==> config.mk <==
export PLATFORM = sky130hd
export DESIGN_NAME = mmd_top
export DESIGN_NICKNAME = d
export VERILOG_FILES = /design/src/pkg/mmd_pkg.sv /design/src/logic/mmd_top.sv /design/src/logic/mmd_region_dec.sv /design/src/logic/mmd_vec_loader.sv
export VERILOG_INCLUDE_DIRS = /design/src /design/src/pkg
export SDC_FILE = /design/constraint.sdc
export NUM_CORES = 1
export LEC_CHECK = 0
export ABC_AREA = 1
export BUFFER_PORTS_ARGS = -buffer_cell sky130_fd_sc_hd__buf_2
export CAP_MARGIN = 15
export CORE_UTILIZATION = 55
export CTS_BUF_LIST = sky130_fd_sc_hd__clkbuf_8
export CTS_CLUSTER_DIAMETER = 80
export DETAILED_ROUTE_END_ITERATION = 10
export PLACE_DENSITY = 0.95
export REMOVE_ABC_BUFFERS = 1
export SYNTH_ARGS = -nofsm -noshare
export SYNTH_HDL_FRONTEND = slang
export SYNTH_SLANG_ARGS = --single-unit
==> constraint.sdc <==
create_clock -name i_clk_sys -period 5 [get_ports i_clk_sys]
set_input_delay 0.75 -clock i_clk_sys [delete_from_list [all_inputs] [get_ports i_clk_sys]]
set_output_delay 0.75 -clock i_clk_sys [all_outputs]
set_load 0.02 [all_outputs]
==> src/pkg/mmd_defs.svh <==
// Address map constants and the function list for the memory map decoder
// Function
// - Decode a flat 64 KB space with 16-bit addresses for fetch and data.
// - Bytes 0000H to 003FH form the vector table.
// - Vector entries hold low byte at even, high byte at odd address.
// - Reset and interrupts branch through their own vector entries; interrupts load the entry address itself into the program counter.
// - Region 0040H to 007FH is the table-call entry table.
// - Fixed-area call reaches entries from 0800H to 0FFFH directly.
// - ROM from zero is 32768, 40960, 49152 or 61440 bytes per variant.
// - High-speed RAM of 1024 bytes sits at FB00H to FEFFH.
// - FEE0H to FEFFH hold four banks of eight registers.
// - High-speed RAM never serves as an execution region.
// - High-speed RAM may be used for stack pushes and pops.
// - Larger variants map 1024 bytes expansion RAM at F400H, data and code.
// - Expansion RAM must not hold the stack.
// - Buffer RAM FAC0H to FAFFH behaves as serial buffer or plain RAM.
// - Display RAM FA30H to FA7FH is also ordinary RAM.
// - FF00H to FFFFH decodes to the special-function registers.
// - Memory-size select resets to CFH on revised and programmable parts.
// - Program counter advances by each fetched instruction length.
// - Taken branch loads the program counter from immediate or register.
// - Reset loads the program counter from bytes at 0000H and 0001H.
`ifndef MMD_DEFS_SVH
`define MMD_DEFS_SVH
`define MMD_VEC_END 16'h003f
`define MMD_TABLE_CALL_INSTRUCTION_BEG 16'h0040
`define MMD_TABLE_CALL_INSTRUCTION_END 16'h007f
`define MMD_FIXED_AREA_CALL_INSTRUCTION_BEG 16'h0800
`define MMD_FIXED_AREA_CALL_INSTRUCTION_END 16'h0fff
`define MMD_EXP_BEG 16'hf400
`define MMD_EXP_END 16'hf7ff
`define MMD_DISP_BEG 16'hfa30
`define MMD_DISP_END 16'hfa7f
`define MMD_BUF_BEG 16'hfac0
`define MMD_BUF_END 16'hfaff
`define MMD_GAP_BEG 16'hfa80
`define MMD_HSR_BEG 16'hfb00
`define MMD_HSR_END 16'hfeff
`define MMD_GPR_BEG 16'hfee0
`define MMD_SFR_BEG 16'hff00
`define MMD_RST_VEC 16'h0000
`define MMD_IMS_RST 8'hcf
`define MMD_ROM_32K 17'h08000
`define MMD_ROM_40K 17'h0a000
`define MMD_ROM_48K 17'h0c000
`define MMD_ROM_60K 17'h0f000
`define MMD_IMS_32K 8'hc8
`define MMD_IMS_40K 8'hca
`define MMD_IMS_48K 8'hcc
`endif

==> src/pkg/mmd_pkg.sv <==
// Types shared by the memory map decoder
package mmd_pkg;
    typedef enum logic [3:0] {
        MMD_RG_VEC, MMD_RG_TABLE_CALL_INSTRUCTION, MMD_RG_ROM, MMD_RG_EXP, MMD_RG_DISP,
        MMD_RG_BUF, MMD_RG_HSR, MMD_RG_GPR, MMD_RG_SFR, MMD_RG_RSV
    } mmd_region_e;
    typedef enum logic [2:0] {
        MMD_VAR_32K, MMD_VAR_40K, MMD_VAR_48K, MMD_VAR_60K, MMD_VAR_PROM
    } mmd_variant_e;
endpackage

==> src/logic/mmd_top.sv <==
// Memory map decoder and program counter start logic
`timescale 1ns/100ps
`include "mmd_defs.svh"
module mmd_top
    import mmd_pkg::*;
#(
    parameter mmd_variant_e VARIANT = MMD_VAR_PROM
) (
    input wire logic i_clk_sys,
    input wire logic i_rst_n,
    input wire logic i_fetch_req,
    input wire logic [1:0] i_fetch_len,
    input wire logic i_br_take,
    input wire logic [15:0] i_br_target,
    input wire logic i_int_ack,
    input wire logic [4:0] i_int_vec_idx,
    input wire logic i_dreq,
    input wire logic i_dwr,
    input wire logic i_dstack,
    input wire logic [15:0] i_daddr,
    input wire logic i_ims_wr,
    input wire logic [7:0] i_ims_wdata,
    input wire logic i_mem_ack,
    input wire logic [7:0] i_mem_rdata,
    output logic [15:0] o_pc,
    output logic o_pc_valid,
    output logic o_boot_rd,
    output logic [15:0] o_boot_addr,
    output mmd_region_e o_fetch_region,
    output logic o_fetch_ok,
    output mmd_region_e o_data_region,
    output logic o_data_ok,
    output logic o_data_we,
    output logic [7:0] o_ims,
    output logic [16:0] o_rom_size
);
    if (VARIANT > MMD_VAR_PROM) begin : g_bad_variant
        $error("mmd_top: unsupported variant");
    end

    localparam bit REVISED = VARIANT == MMD_VAR_PROM
        || VARIANT == MMD_VAR_32K || VARIANT == MMD_VAR_40K;
    localparam bit LARGE = VARIANT == MMD_VAR_48K
        || VARIANT == MMD_VAR_60K || VARIANT == MMD_VAR_PROM;

    function automatic logic [16:0] rom_cap(input mmd_variant_e v);
        unique case (v)
            MMD_VAR_32K: rom_cap = `MMD_ROM_32K;
            MMD_VAR_40K: rom_cap = `MMD_ROM_40K;
            MMD_VAR_48K: rom_cap = `MMD_ROM_48K;
            default: rom_cap = `MMD_ROM_60K;
        endcase
    endfunction

    function automatic logic [16:0] ims_rom(input logic [7:0] memory_size_select);
        unique case (memory_size_select)
            `MMD_IMS_32K: ims_rom = `MMD_ROM_32K;
            `MMD_IMS_40K: ims_rom = `MMD_ROM_40K;
            `MMD_IMS_48K: ims_rom = `MMD_ROM_48K;
            default: ims_rom = `MMD_ROM_60K;
        endcase
    endfunction

    function automatic logic region_is_ram(input mmd_region_e r);
        region_is_ram = r == MMD_RG_EXP || r == MMD_RG_DISP
            || r == MMD_RG_BUF || r == MMD_RG_HSR || r == MMD_RG_GPR
            || r == MMD_RG_SFR;
    endfunction

    // Memory size select register
    logic [7:0] ims_q;
    logic [7:0] ims_d;
    // fixed reset value on revised parts
    assign ims_d = i_ims_wr ? i_ims_wdata : ims_q;
    always_ff @(posedge i_clk_sys or negedge i_rst_n) begin
        if (!i_rst_n)
            ims_q <= `MMD_IMS_RST;
        else
            ims_q <= ims_d;
    end
    assign o_ims = ims_q;

    wire [16:0] cap_var = rom_cap(VARIANT);
    wire [16:0] cap_ims = ims_rom(ims_q);
    wire [16:0] rom_size = REVISED && cap_ims < cap_var ? cap_ims
        : cap_var;
    wire exp_en = LARGE;
    assign o_rom_size = rom_size;

    // Reset vector loader
    logic boot_done;
    logic [15:0] boot_vec;
    mmd_vec_loader u_vl (
        .i_clk_sys(i_clk_sys),
        .i_rst_n(i_rst_n),
        .i_rd_ack(i_mem_ack),
        .i_rd_data(i_mem_rdata),
        .o_rd_req(o_boot_rd),
        .o_rd_addr(o_boot_addr),
        .o_done(boot_done),
        .o_vector(boot_vec)
    );

    // Program counter
    logic [15:0] pc_q;
    logic [15:0] pc_d;
    logic boot_seen_q;
    wire boot_load = boot_done && !boot_seen_q;
    // vector slot address, two bytes each
    wire [15:0] int_target = {10'h000, i_int_vec_idx, 1'b0};
    wire [15:0] pc_seq = pc_q + {14'h0000, i_fetch_len};
    assign pc_d = boot_load ? boot_vec :
                  !boot_seen_q ? pc_q :
                  i_int_ack ? int_target :
                  i_br_take ? i_br_target :
                  i_fetch_req ? pc_seq : pc_q;
    always_ff @(posedge i_clk_sys or negedge i_rst_n) begin
        if (!i_rst_n) begin
            pc_q <= 16'h0000;
            boot_seen_q <= 1'b0;
        end else begin
            pc_q <= pc_d;
            boot_seen_q <= boot_done;
        end
    end
    assign o_pc = pc_q;
    assign o_pc_valid = boot_seen_q;

    // Fetch and data decode
    mmd_region_dec u_fdec (
        .i_addr(pc_q),
        .i_rom_size(rom_size),
        .i_exp_en(exp_en),
        .o_region(o_fetch_region)
    );
    mmd_region_dec u_ddec (
        .i_addr(i_daddr),
        .i_rom_size(rom_size),
        .i_exp_en(exp_en),
        .o_region(o_data_region)
    );
    // execution allowed in ROM and expansion only
    assign o_fetch_ok = boot_seen_q && (o_fetch_region == MMD_RG_VEC
        || o_fetch_region == MMD_RG_TABLE_CALL_INSTRUCTION || o_fetch_region == MMD_RG_ROM
        || o_fetch_region == MMD_RG_EXP);
    wire stack_ok = o_data_region == MMD_RG_HSR
        || o_data_region == MMD_RG_GPR;
    // gaps refused; relies on software for SFR holes
    assign o_data_ok = i_dreq && o_data_region != MMD_RG_RSV
        && (!i_dstack || stack_ok);
    assign o_data_we = o_data_ok && i_dwr
        && region_is_ram(o_data_region);

    property p_ims_reset;
        @(posedge i_clk_sys) $rose(i_rst_n) |-> ims_q == `MMD_IMS_RST;
    endproperty
    a_ims_reset: assert property (p_ims_reset)
        else $error("size select not at reset value");
    property p_pc_boot;
        @(posedge i_clk_sys) disable iff (!i_rst_n)
        boot_load |=> pc_q == $past(boot_vec);
    endproperty
    a_pc_boot: assert property (p_pc_boot)
        else $error("pc not loaded from reset vector");
    property p_pc_seq;
        @(posedge i_clk_sys) disable iff (!i_rst_n)
        boot_seen_q && !i_int_ack && !i_br_take && i_fetch_req
        |=> pc_q == $past(pc_q) + 16'($past(i_fetch_len));
    endproperty
    a_pc_seq: assert property (p_pc_seq)
        else $error("pc advance wrong");
    property p_pc_br;
        @(posedge i_clk_sys) disable iff (!i_rst_n)
        boot_seen_q && !i_int_ack && i_br_take
        |=> pc_q == $past(i_br_target);
    endproperty
    a_pc_br: assert property (p_pc_br)
        else $error("branch target not loaded");
    property p_pc_int;
        @(posedge i_clk_sys) disable iff (!i_rst_n)
        boot_seen_q && i_int_ack |=> pc_q[15:6] == 10'h000 && !pc_q[0];
    endproperty
    a_pc_int: assert property (p_pc_int)
        else $error("interrupt vector outside table");
    property p_no_exec_hsr;
        @(posedge i_clk_sys) disable iff (!i_rst_n)
        pc_q >= `MMD_HSR_BEG && pc_q <= `MMD_HSR_END |-> !o_fetch_ok;
    endproperty
    a_no_exec_hsr: assert property (p_no_exec_hsr)
        else $error("fetch allowed from high-speed RAM");
    property p_stack_exp;
        @(posedge i_clk_sys) disable iff (!i_rst_n)
        i_dstack && i_daddr >= `MMD_EXP_BEG && i_daddr <= `MMD_EXP_END
        |-> !o_data_ok;
    endproperty
    a_stack_exp: assert property (p_stack_exp)
        else $error("stack allowed in expansion RAM");
    property p_gap;
        @(posedge i_clk_sys) disable iff (!i_rst_n)
        i_daddr >= `MMD_GAP_BEG && i_daddr < `MMD_BUF_BEG |-> !o_data_we;
    endproperty
    a_gap: assert property (p_gap)
        else $error("write reached reserved gap");
    property p_sfr;
        @(posedge i_clk_sys) disable iff (!i_rst_n)
        i_daddr >= `MMD_SFR_BEG |-> o_data_region == MMD_RG_SFR;
    endproperty
    a_sfr: assert property (p_sfr)
        else $error("register window misdecoded");
    property p_gpr;
        @(posedge i_clk_sys) disable iff (!i_rst_n)
        i_daddr >= `MMD_GPR_BEG && i_daddr < `MMD_SFR_BEG
        |-> o_data_region == MMD_RG_GPR;
    endproperty
    a_gpr: assert property (p_gpr)
        else $error("register banks misdecoded");
    property p_vec;
        @(posedge i_clk_sys) disable iff (!i_rst_n)
        i_daddr <= `MMD_VEC_END |-> o_data_region == MMD_RG_VEC;
    endproperty
    a_vec: assert property (p_vec)
        else $error("vector table misdecoded");
    property p_boot_time;
        @(posedge i_clk_sys) disable iff (!i_rst_n)
        o_boot_rd && i_mem_ack ##1 o_boot_rd && i_mem_ack
        |-> ##[1:2] o_pc_valid;
    endproperty
    a_boot_time: assert property (p_boot_time)
        else $error("boot did not finish after two bytes");
    property p_table_call_instruction;
        @(posedge i_clk_sys) disable iff (!i_rst_n)
        i_daddr >= `MMD_TABLE_CALL_INSTRUCTION_BEG && i_daddr <= `MMD_TABLE_CALL_INSTRUCTION_END
        |-> o_data_region == MMD_RG_TABLE_CALL_INSTRUCTION;
    endproperty
    a_table_call_instruction: assert property (p_table_call_instruction)
        else $error("table-call area misdecoded");
    property p_fixed_area_call_instruction;
        @(posedge i_clk_sys) disable iff (!i_rst_n)
        o_pc_valid && pc_q >= `MMD_FIXED_AREA_CALL_INSTRUCTION_BEG && pc_q <= `MMD_FIXED_AREA_CALL_INSTRUCTION_END
        |-> o_fetch_ok;
    endproperty
    a_fixed_area_call_instruction: assert property (p_fixed_area_call_instruction)
        else $error("fixed-area call entry not executable");
    property p_hsr;
        @(posedge i_clk_sys) disable iff (!i_rst_n)
        i_daddr >= `MMD_HSR_BEG && i_daddr < `MMD_GPR_BEG
        |-> o_data_region == MMD_RG_HSR;
    endproperty
    a_hsr: assert property (p_hsr)
        else $error("high-speed RAM misdecoded");
    property p_exp_map;
        @(posedge i_clk_sys) disable iff (!i_rst_n)
        i_daddr >= `MMD_EXP_BEG && i_daddr <= `MMD_EXP_END
        |-> o_data_region == (LARGE ? MMD_RG_EXP : MMD_RG_RSV);
    endproperty
    a_exp_map: assert property (p_exp_map)
        else $error("expansion RAM misdecoded");
    property p_exp_exec;
        @(posedge i_clk_sys) disable iff (!i_rst_n)
        LARGE && o_pc_valid && pc_q >= `MMD_EXP_BEG
        && pc_q <= `MMD_EXP_END |-> o_fetch_ok;
    endproperty
    a_exp_exec: assert property (p_exp_exec)
        else $error("expansion RAM not executable");
    property p_buf;
        @(posedge i_clk_sys) disable iff (!i_rst_n)
        i_daddr >= `MMD_BUF_BEG && i_daddr <= `MMD_BUF_END
        |-> o_data_region == MMD_RG_BUF;
    endproperty
    a_buf: assert property (p_buf)
        else $error("buffer RAM misdecoded");
    property p_disp;
        @(posedge i_clk_sys) disable iff (!i_rst_n)
        i_daddr >= `MMD_DISP_BEG && i_daddr <= `MMD_DISP_END
        |-> o_data_region == MMD_RG_DISP;
    endproperty
    a_disp: assert property (p_disp)
        else $error("display RAM misdecoded");
    property p_disp_we;
        @(posedge i_clk_sys) disable iff (!i_rst_n)
        i_dreq && i_dwr && !i_dstack && i_daddr >= `MMD_DISP_BEG
        && i_daddr <= `MMD_DISP_END |-> o_data_we;
    endproperty
    a_disp_we: assert property (p_disp_we)
        else $error("display RAM write refused");
    property p_stack_hsr;
        @(posedge i_clk_sys) disable iff (!i_rst_n)
        i_dreq && i_dstack && i_daddr >= `MMD_HSR_BEG
        && i_daddr <= `MMD_HSR_END |-> o_data_ok;
    endproperty
    a_stack_hsr: assert property (p_stack_hsr)
        else $error("stack refused in high-speed RAM");
    property p_rom_in;
        @(posedge i_clk_sys) disable iff (!i_rst_n)
        i_daddr > `MMD_TABLE_CALL_INSTRUCTION_END && {1'b0, i_daddr} < o_rom_size
        |-> o_data_region == MMD_RG_ROM;
    endproperty
    a_rom_in: assert property (p_rom_in)
        else $error("internal ROM misdecoded");
    property p_rom_lim;
        @(posedge i_clk_sys) disable iff (!i_rst_n)
        {1'b0, i_daddr} >= o_rom_size && i_daddr < `MMD_EXP_BEG
        |-> o_data_region == MMD_RG_RSV;
    endproperty
    a_rom_lim: assert property (p_rom_lim)
        else $error("address past ROM end not reserved");
    property p_rom_we;
        @(posedge i_clk_sys) disable iff (!i_rst_n)
        {1'b0, i_daddr} < o_rom_size |-> !o_data_we;
    endproperty
    a_rom_we: assert property (p_rom_we)
        else $error("write reached ROM");
    property p_ims_wr;
        @(posedge i_clk_sys) disable iff (!i_rst_n)
        i_ims_wr |=> o_ims == $past(i_ims_wdata);
    endproperty
    a_ims_wr: assert property (p_ims_wr)
        else $error("size select write lost");
    property p_ims_hold;
        @(posedge i_clk_sys) disable iff (!i_rst_n)
        !i_ims_wr |=> $stable(o_ims);
    endproperty
    a_ims_hold: assert property (p_ims_hold)
        else $error("size select changed without write");
    property p_pc_hold;
        @(posedge i_clk_sys) disable iff (!i_rst_n)
        o_pc_valid && !i_int_ack && !i_br_take && !i_fetch_req
        |=> $stable(pc_q);
    endproperty
    a_pc_hold: assert property (p_pc_hold)
        else $error("pc moved while idle");
    property p_boot_addr;
        @(posedge i_clk_sys) disable iff (!i_rst_n)
        o_boot_rd |-> o_boot_addr[15:1] == 15'h0000;
    endproperty
    a_boot_addr: assert property (p_boot_addr)
        else $error("boot read outside reset vector");
    c_boot: cover property (@(posedge i_clk_sys) $rose(o_pc_valid));
    c_branch: cover property (@(posedge i_clk_sys)
        o_pc_valid && i_br_take);
    c_stack: cover property (@(posedge i_clk_sys) o_data_ok && i_dstack);
    c_ims: cover property (@(posedge i_clk_sys) i_ims_wr);
endmodule

==> src/logic/mmd_region_dec.sv <==
// Region decoder for one 16-bit address
`timescale 1ns/100ps
`include "mmd_defs.svh"
module mmd_region_dec
    import mmd_pkg::*;
(
    input wire logic [15:0] i_addr,
    input wire logic [16:0] i_rom_size,
    input wire logic i_exp_en,
    output mmd_region_e o_region
);
    // Region decode over the full space
    // flat map
    wire in_rom = {1'b0, i_addr} < i_rom_size;
    wire in_vec = i_addr <= `MMD_VEC_END;
    wire in_table_call_instruction = i_addr >= `MMD_TABLE_CALL_INSTRUCTION_BEG && i_addr <= `MMD_TABLE_CALL_INSTRUCTION_END;
    wire in_exp = i_exp_en && i_addr >= `MMD_EXP_BEG
        && i_addr <= `MMD_EXP_END;
    wire in_disp = i_addr >= `MMD_DISP_BEG && i_addr <= `MMD_DISP_END;
    wire in_buf = i_addr >= `MMD_BUF_BEG && i_addr <= `MMD_BUF_END;
    wire in_hsr = i_addr >= `MMD_HSR_BEG && i_addr <= `MMD_HSR_END;
    wire in_gpr = i_addr >= `MMD_GPR_BEG && in_hsr;
    wire in_sfr = i_addr >= `MMD_SFR_BEG;
    assign o_region = in_vec ? MMD_RG_VEC :
                      in_table_call_instruction ? MMD_RG_TABLE_CALL_INSTRUCTION :
                      in_rom ? MMD_RG_ROM :
                      in_exp ? MMD_RG_EXP :
                      in_disp ? MMD_RG_DISP :
                      in_buf ? MMD_RG_BUF :
                      in_gpr ? MMD_RG_GPR :
                      in_hsr ? MMD_RG_HSR :
                      in_sfr ? MMD_RG_SFR : MMD_RG_RSV;
endmodule

==> src/logic/mmd_vec_loader.sv <==
// Reset vector fetch sequencer
`timescale 1ns/100ps
`include "mmd_defs.svh"
module mmd_vec_loader
    import mmd_pkg::*;
(
    input wire logic i_clk_sys,
    input wire logic i_rst_n,
    input wire logic i_rd_ack,
    input wire logic [7:0] i_rd_data,
    output logic o_rd_req,
    output logic [15:0] o_rd_addr,
    output logic o_done,
    output logic [15:0] o_vector
);
    typedef enum logic [1:0] {ST_LO, ST_HI, ST_DONE} mmd_vl_e;
    mmd_vl_e state_q;
    logic [7:0] lo_q;
    logic [15:0] vec_q;
    assign o_rd_req = state_q != ST_DONE;
    assign o_rd_addr = `MMD_RST_VEC | {15'h0000, state_q == ST_HI};
    assign o_done = state_q == ST_DONE;
    assign o_vector = vec_q;
    always_ff @(posedge i_clk_sys or negedge i_rst_n) begin
        if (!i_rst_n) begin
            state_q <= ST_LO;
            lo_q <= 8'h00;
            vec_q <= 16'h0000;
        end else if (i_rd_ack) begin
            unique case (state_q)
                ST_LO: begin
                    lo_q <= i_rd_data;
                    state_q <= ST_HI;
                end
                ST_HI: begin
                    vec_q <= {i_rd_data, lo_q};
                    state_q <= ST_DONE;
                end
                ST_DONE: state_q <= ST_DONE;
            endcase
        end
    end
endmodule

==> impl_results.md, run 1 <==
* Adder-Cell Fraction of Synth Area at 3.682%
* H-tree depth at 2
* Crit. End Element: primary output
* DR pass1 iterations at 5
* Area occupied by multi-input gates at between 1500 and 2000 sq um
* Post-synthesis async set-or-reset flop share at 100.0%
* Setup Fix Bufs, Post-CTS at 0
* Worst R2R Path Depth at 8
* IO Pins at 135
* Compound-cell area share of the yosys netlist at 13.62%
* Unrepaired setup endpoints after global routing: false
* Synth warn at 0
* EDFF count, synth at 0
* Post-CTS resize count at 0
* P_leak at ~2.2 nW
* Max Clock Freq at ~290 MHz
* CTS tree: yes
* Hold Crit Depth at 2
* Num Clock Sinks at 51
* Logic pwr share at about 47%
* Internal Power at 0.9895 mW
* Largest net degree at the start of global routing at 52
* VDD IR max at approximately 320 uV
* Final Util at between 60% and 70%
* Internal reg-to-reg setup slack at 2.86 ns
* Synthesized flop and latch total at 51
* N_diodes at 0
* Clock Path Buffers at 2
* Crit path launch type: flop
* Mux share of post-synthesis cell area at 3.439%
* Die X at just over 80 um
* CP Class: reg2out
* Clk_lat worst skew at between 0.3 and 0.4 ns
* Hold path start: u_vl.o_vector[14]$_DFFE_PN0P_
* Initial DRC Count at approximately 320
* Clk pwr share at between 10% and 20%
* # fillers at 530
* Max_cap viols at 0
* Largest family of logic cells by synthesized area: simple AND/OR/NAND/NOR gates
* Hold EP: u_vl.o_vector[14]$_DFFE_PN0P_
* Critical Path Fanout Max at 6
* HPWL Detailed at about 6900 um
* RR Endpoint: o_pc[0]$_DFFE_PN0P_
* Status: finished, final reports clean
* Mean Syn Cell Area at ~7.6 sq um
* Crit path cell chain: inv_1, nor2_1, nand2_1, nand2_2, o21ai_2, nor2_1, ha_1, nand2_1, nor2_1, nand2_1, nand2_2, inv_1, nor2_4, nand2_2, nand3_2, nor2_2, buf_2
* Setup TNS at 0 ns
* Total routed wirelength at 8836 um
* Cell family with most CP delay: simple AND/OR/NAND/NOR gates
* Total gr overflow at 0
* Starting Density at 56.73%
* Pins over their slew limit at 0
* Slowest Stage Delay on Critical Path at 0.56 ns
* Remaining DRCs at 0
* CTS buffer count at 5
* Antenna-violating nets left at 0
* Slowest cell on the critical path: dfstp_2
* Port Buffers at 101
* Data required, critical path at 4.25 ns
* Final hold vios at 0
* Psw at just under 0.9 mW
* DIE AREA at between 6000 and 7000 sq um
* Cell taking the most area after synthesis: dfrtp_1
* Clk slew on worst S/H paths at 0.10 ns
* Sw Share at around 47%
* Setup violators final at 0
* Synth cell types at 43
* Most frequent cells in the layout: buf_2, nand2_1, inv_1, dfrtp_1, o21ai_0
* Register area at 1284 sq um
* Pwr dens at about 450 nW/um^2
* Crit share post-route at slightly below 70%
* Post-synthesis sequential area ratio at roughly 36%
* Initial antenna violation count at 0
* CP bufs+invs at 3
* XOR/XNOR share of the synthesized area at around 2.2%
* Reg-to-Reg Start: u_vl.state_q[0]$_DFFE_PN0P_
* Clock skew at 0.01493 ns
* Share of cells above drive strength 1 at 28.52%
* Crit path time final at ~3.5 ns
* Total GRT Usage at between 20% and 30%
* # rows at 29
* Slew margin rel. at about 47%
* Core Region at ~6300 sq um
* Die Height at 82.93 um
* Ys flop type: dfrtp_1
* Cts hold-fix bufs at 0
* Clock Tree Root: clkbuf_8
* Worst-Margin Slew at 0.7949 ns
* Mapped cell area at about 3600 sq um
* Synth Area in Simple Gates at a little over a quarter
* Nets at around 640
* Gpl congestion at 0.8605
* First-pass GRT wire length at roughly 15,000 um
* Worst EP arrival at 2.71 ns
* Vias in the first global route at about 3.4k
* P&R area growth vs syn at 14.97%
* Drt wl/cell at 13.70 um
* Seq pwr share at around two fifths
* Instance count of the mapped netlist at 471
* HP Class: reg2reg
* Vias/cell at about 5.5
* Top post-synthesis cells by area: dfrtp_1, nand2_1, buf_4
* Most common cell after layout, fill and taps aside: buf_2
* Synth top area share at between 30% and 40%
* Vias at around 3.5k
## flip-flops by register name, summed over array words and instances, names as in the netlist
name           flops
u_vl.state_q       2
o_pc              16
u_vl.lo_q          8
u_vl.o_vector     16
o_pc_valid         1
o_ims              8
## per-layer routing
metal	GRT usage [%]	vias to the layer above	routed length, um
met2	46.94	192	4422
li1	-	1668	-
met5	0	-	0
met4	10.66	0	257
met3	3.777	32	559
met1	32.94	1639	3597
## how the worst max path moves through the flow
stage	cells past startpoint	slack, ns	to	start
after floorplan	15	1.96	o_data_ok	o_ims[1]$_DFFE_PN1P_
after CTS	17	1.54	o_data_we	o_ims[3]$_DFFE_PN1P_
after global routing	17	1.42	o_data_we	o_ims[3]$_DFFE_PN1P_
after detailed placement	17	1.90	o_data_we	o_ims[3]$_DFFE_PN1P_
final	17	1.54	o_data_we	o_ims[3]$_DFFE_PN1P_
after global placement	15	2.05	o_data_we	o_ims[6]$_DFFE_PN1P_
## power by group through the flow
| stage | registers, mW | logic (mW) | clock network, mW |
|---|---|---|---|
| after floorplan | 0.782 | 0.536 | 0 |
| after global placement | 0.728 | 0.827 | 0 |
| after detailed placement | 0.741 | 0.869 | 0 |
| after CTS | 0.733 | 0.874 | 0.258 |
| after global routing | 0.761 | 0.973 | 0.276 |
| final | 0.737 | 0.880 | 0.255 |
## synth_stat cells, drive strengths merged (6+ instances only)
library cell	count
inv	61
nand2	112
ha	9
a21oi	15
dfrtp	45
buf	35
nor2	43
o21ai	44
xor2	7
nand3	26
o211ai	12
nor3	10
mux2	11
dfstp	6
nand4	6
## cell families after synthesis
family	after synthesis
DFF	51
other	2
adders and majority gates	10
xor gates and xnor gates	9
AOI/OAI and AO/OA	82
and+or+nand+nor	205
buffers and inverters	101
muxes	11
## stage by stage
stage | total power [mW] | hold WS (ns) | cells | worst slack (ns) | cell area, sq um
floorplan | 1.318 | 0.4492 | 458 | 1.956 | 3437
global placement | 1.556 | 0.4631 | 637 | 2.050 | 4046
detailed placement | 1.610 | 0.4800 | 637 | 1.897 | 4046
CTS | 1.865 | 0.5045 | 645 | 1.541 | 4141
global route | 2.010 | 0.5339 | 645 | 1.423 | 4141
finish | 1.872 | 0.5052 | 645 | 1.538 | 4141
## worst min-delay path: cells and delay by family (launching register included)
kind,cells,cell delay [ns]
DFF,1,0.36
and+or+nand+nor,1,0.06
AOI/OAI and AO/OA,1,0.06
## area by class of cell
type	count	share of cell area (%)
Clock buffer	5	1.662
Clock inverter	3	0.6344
Inverter	61	5.529
Multi-Input combinational cell	346	46.47
Sequential cell	51	31.00
Tap cell	77	2.326
Timing Repair Buffer	102	12.39
Note: power is estimated with default switching activity, not from simulation.
==> run 2, diff against run 1 <==
--- a/config.mk
+++ b/config.mk
@@ -9,11 +9,11 @@
 export ABC_AREA = 1
 export BUFFER_PORTS_ARGS = -buffer_cell sky130_fd_sc_hd__buf_2
 export CAP_MARGIN = 15
-export CORE_UTILIZATION = 55
+export CORE_UTILIZATION = 46
 export CTS_BUF_LIST = sky130_fd_sc_hd__clkbuf_8
 export CTS_CLUSTER_DIAMETER = 80
 export DETAILED_ROUTE_END_ITERATION = 10
-export PLACE_DENSITY = 0.95
+export PLACE_DENSITY = 0.89
 export REMOVE_ABC_BUFFERS = 1
 export SYNTH_ARGS = -nofsm -noshare
 export SYNTH_HDL_FRONTEND = slang
==> constraint.sdc (replaced) <==
create_clock -name i_clk_sys -period 2.8 [get_ports i_clk_sys]
set_input_delay 0.42 -clock i_clk_sys [delete_from_list [all_inputs] [get_ports i_clk_sys]]
set_output_delay 0.42 -clock i_clk_sys [all_outputs]
set_load 0.02 [all_outputs]
==> run 2 against run 1 <==
Against the previous run: the run now ends with negative setup slack left; sequential power up 79%; first-iteration DRC count is 12% lower; cell count grew 4.5%; combinational power is 83% higher; clock power up 83%; core utilization decreased by 6.0 points; design area is 5.9% higher; die area rose by 19%; non-clock buffer count is 7 higher; global-route usage down 4.7 points; total power is 82% higher.
==> impl_results.md, run 2 (synthesis gave the netlist of run 1 again) <==
* Status: finished with violations
* Violated checks: negative setup slack
* Setup WS pre-CTS at approximately 0.17 ns
* Clk slew on worst S/H paths at between 0.1 and 0.15 ns
* Clk pwr share at between 10% and 20%
* Clock Path Buffers at 2
* Initial antenna violation count at 0
* Largest net degree at the start of global routing at 48
* GR Util met2 at a little under two fifths
* # fillers at roughly 680
* Pwr dens at approximately 770 nW/um^2
* Starting Density at about half
* Drt wl/cell at between 10 and 15 um
* Total GRT Usage at about 22%
* Internal reg-to-reg setup slack at 0.66 ns
* CTS buffer count at 5
* Total routed wirelength at 9011 um
* Met1 Use GR at 27.17%
* CP Class: reg2out
* GR peak layer: met2
* Crit path cell chain: nor2_4, nand2_2, nand2_2, o21ai_2, nor2_2, buf_4, buf_6, ha_4, nand4_1, o21ai_4, buf_6, a21oi_2, buf_4
* First-pass GRT wire length at 14,910 um
* Initial DRC Count at 281
* Max_cap viols at 0
* Final hold vios at 0
* P_leak at about 2.2 nW
* Final setup margin at -0.1097 ns
* Crit. End Element: primary output
* Critical Path Fanout Max at 5
* CP bufs+invs at 4
* Remaining DRCs at 0
* Data required, critical path at ~2.4 ns
* Vias at between 3k and 4k
* Clk_lat worst skew at roughly 0.31 ns
* HPWL Detailed at slightly below 7000 um
* Post-route design area at 4387 sq um
* RR Endpoint: o_pc[14]$_DFFE_PN0P_
* Post-placement cell area at a little over 4000 sq um
* Die Height at about 90 um
* Slowest cell on the critical path: dfstp_2
* Num Clock Sinks at 51
* HP Class: in2async
* Share of cells above drive strength 1 at ~33%
* DIE AREA at about 8000 sq um
* Setup violators final at 7
* Most common cell after layout, fill and taps aside: nand2_1
* Clock Tree Root: clkbuf_8
* Core Region at between 7000 and 8000 sq um
* Antenna-violating nets left at 0
* Unrepaired setup endpoints after global routing: true
* CTS tree: yes
* Crit share post-route at 103.9%
* Slowest Stage Delay on Critical Path at a little under 0.6 ns
* Reg-to-Reg Start: o_pc[0]$_DFFE_PN0P_
* Total gr overflow at 0
* Psw at between 1.5 and 2 mW
* Crit path time final at around 2.9 ns
* Most frequent cells in the layout: nand2_1, buf_2, inv_1, dfrtp_1, o21ai_0
* Slew margin rel. at around 31%
* Worst R2R Path Depth at 11
* VDD IR max at 475.1 uV
* Crit path launch type: flop
* Met3 Resource Use GR at between 3 and 4%
* Cell family with most CP delay: flip-flops
* Port Buffers at around 100
* DR pass1 iterations at 5
* Pins over their slew limit at 0
* Logic pwr share at a little under half
* H-tree depth at 2
* Vias in the first global route at around 3.3k
* Worst-Margin Slew at just over 1 ns
* Vias/cell at 5.237
* Sw Share at between 40% and 50%
* P&R area growth vs syn at 21.78%
* Worst EP arrival at roughly 2.5 ns
* Internal Power at approximately 1.8 mW
* Die X at 90.49 um
* Seq pwr share at 38.8%
* N_diodes at 0
* Clock skew at around 0.016 ns
* # rows at 31
* IO Pins at 135
* Nets at about 650
* Gpl congestion at 0.9144
* Max Clock Freq at roughly 340 MHz
[run 2: cell type report]
type	count	area, sq um	share of cell area [%]
multi-input cells	346	2023	46.12
flip-flops and latches	51	1284	29.26
repair buffers	109	624.3	14.23
inverters	61	229.0	5.220
well taps	99	123.9	2.824
clock buffers	5	68.82	1.569
clock inverters	3	33.78	0.7701
[run 2: power by group through the flow]
stage | clock network (mW) | registers, mW | logic [mW]
after global routing | 0.507 | 1.36 | 1.79
after global placement | 0 | 1.30 | 1.51
after detailed placement | 0 | 1.33 | 1.55
after CTS | 0.481 | 1.31 | 1.57
final | 0.467 | 1.32 | 1.61
after floorplan | 0 | 1.40 | 0.957
[run 2: routing by layer]
metal | share of wire [%] | vias to the layer above | wire (um)
li1 | - | 1686 | -
met1 | 41 | 1635 | 3736
met2 | 48 | 177 | 4360
met3 | 6.2 | 32 | 557
met4 | 4.0 | 0 | 357
met5 | 0 | - | 0
[run 2: worst max-delay path by stage]
stage	from	end	slack, ns	depth (start not counted)
finish	o_ims[1]$_DFFE_PN1P_	o_fetch_region[1]	-0.11	13
global route	o_ims[1]$_DFFE_PN1P_	o_data_we	-0.28	15
CTS	o_ims[2]$_DFFE_PN1P_	o_data_ok	-0.06	16
detailed placement	o_ims[6]$_DFFE_PN1P_	o_data_we	0.17	15
global placement	o_ims[1]$_DFFE_PN1P_	o_fetch_region[0]	0.23	12
floorplan	o_ims[1]$_DFFE_PN1P_	o_data_ok	0.09	15
[run 2: repair_timing]
item,CTS,global route
pin swaps,8,11
hold buffers,0,0
resized for setup,15,30
buffers inserted,1,3
setup endpoints to repair,8,11
[run 2: through the flow]
step / hold slack, ns / utilization (%) / power [mW] / TNS (ns) / cells
2_1_floorplan: 0.1244 / - / 2.353 / 0 / 458
3_3_place_gp: 0.4651 / 55.29 / 2.811 / 0 / 662
3_5_place_dp: 0.4710 / 55.29 / 2.878 / 0 / 662
4_1_cts: 0.3101 / 57.46 / 3.361 / -0.1251 / 671
5_1_grt: 0.3241 / 59.21 / 3.653 / -1.838 / 674
6_report: 0.2754 / 59.21 / 3.400 / -0.4952 / 674
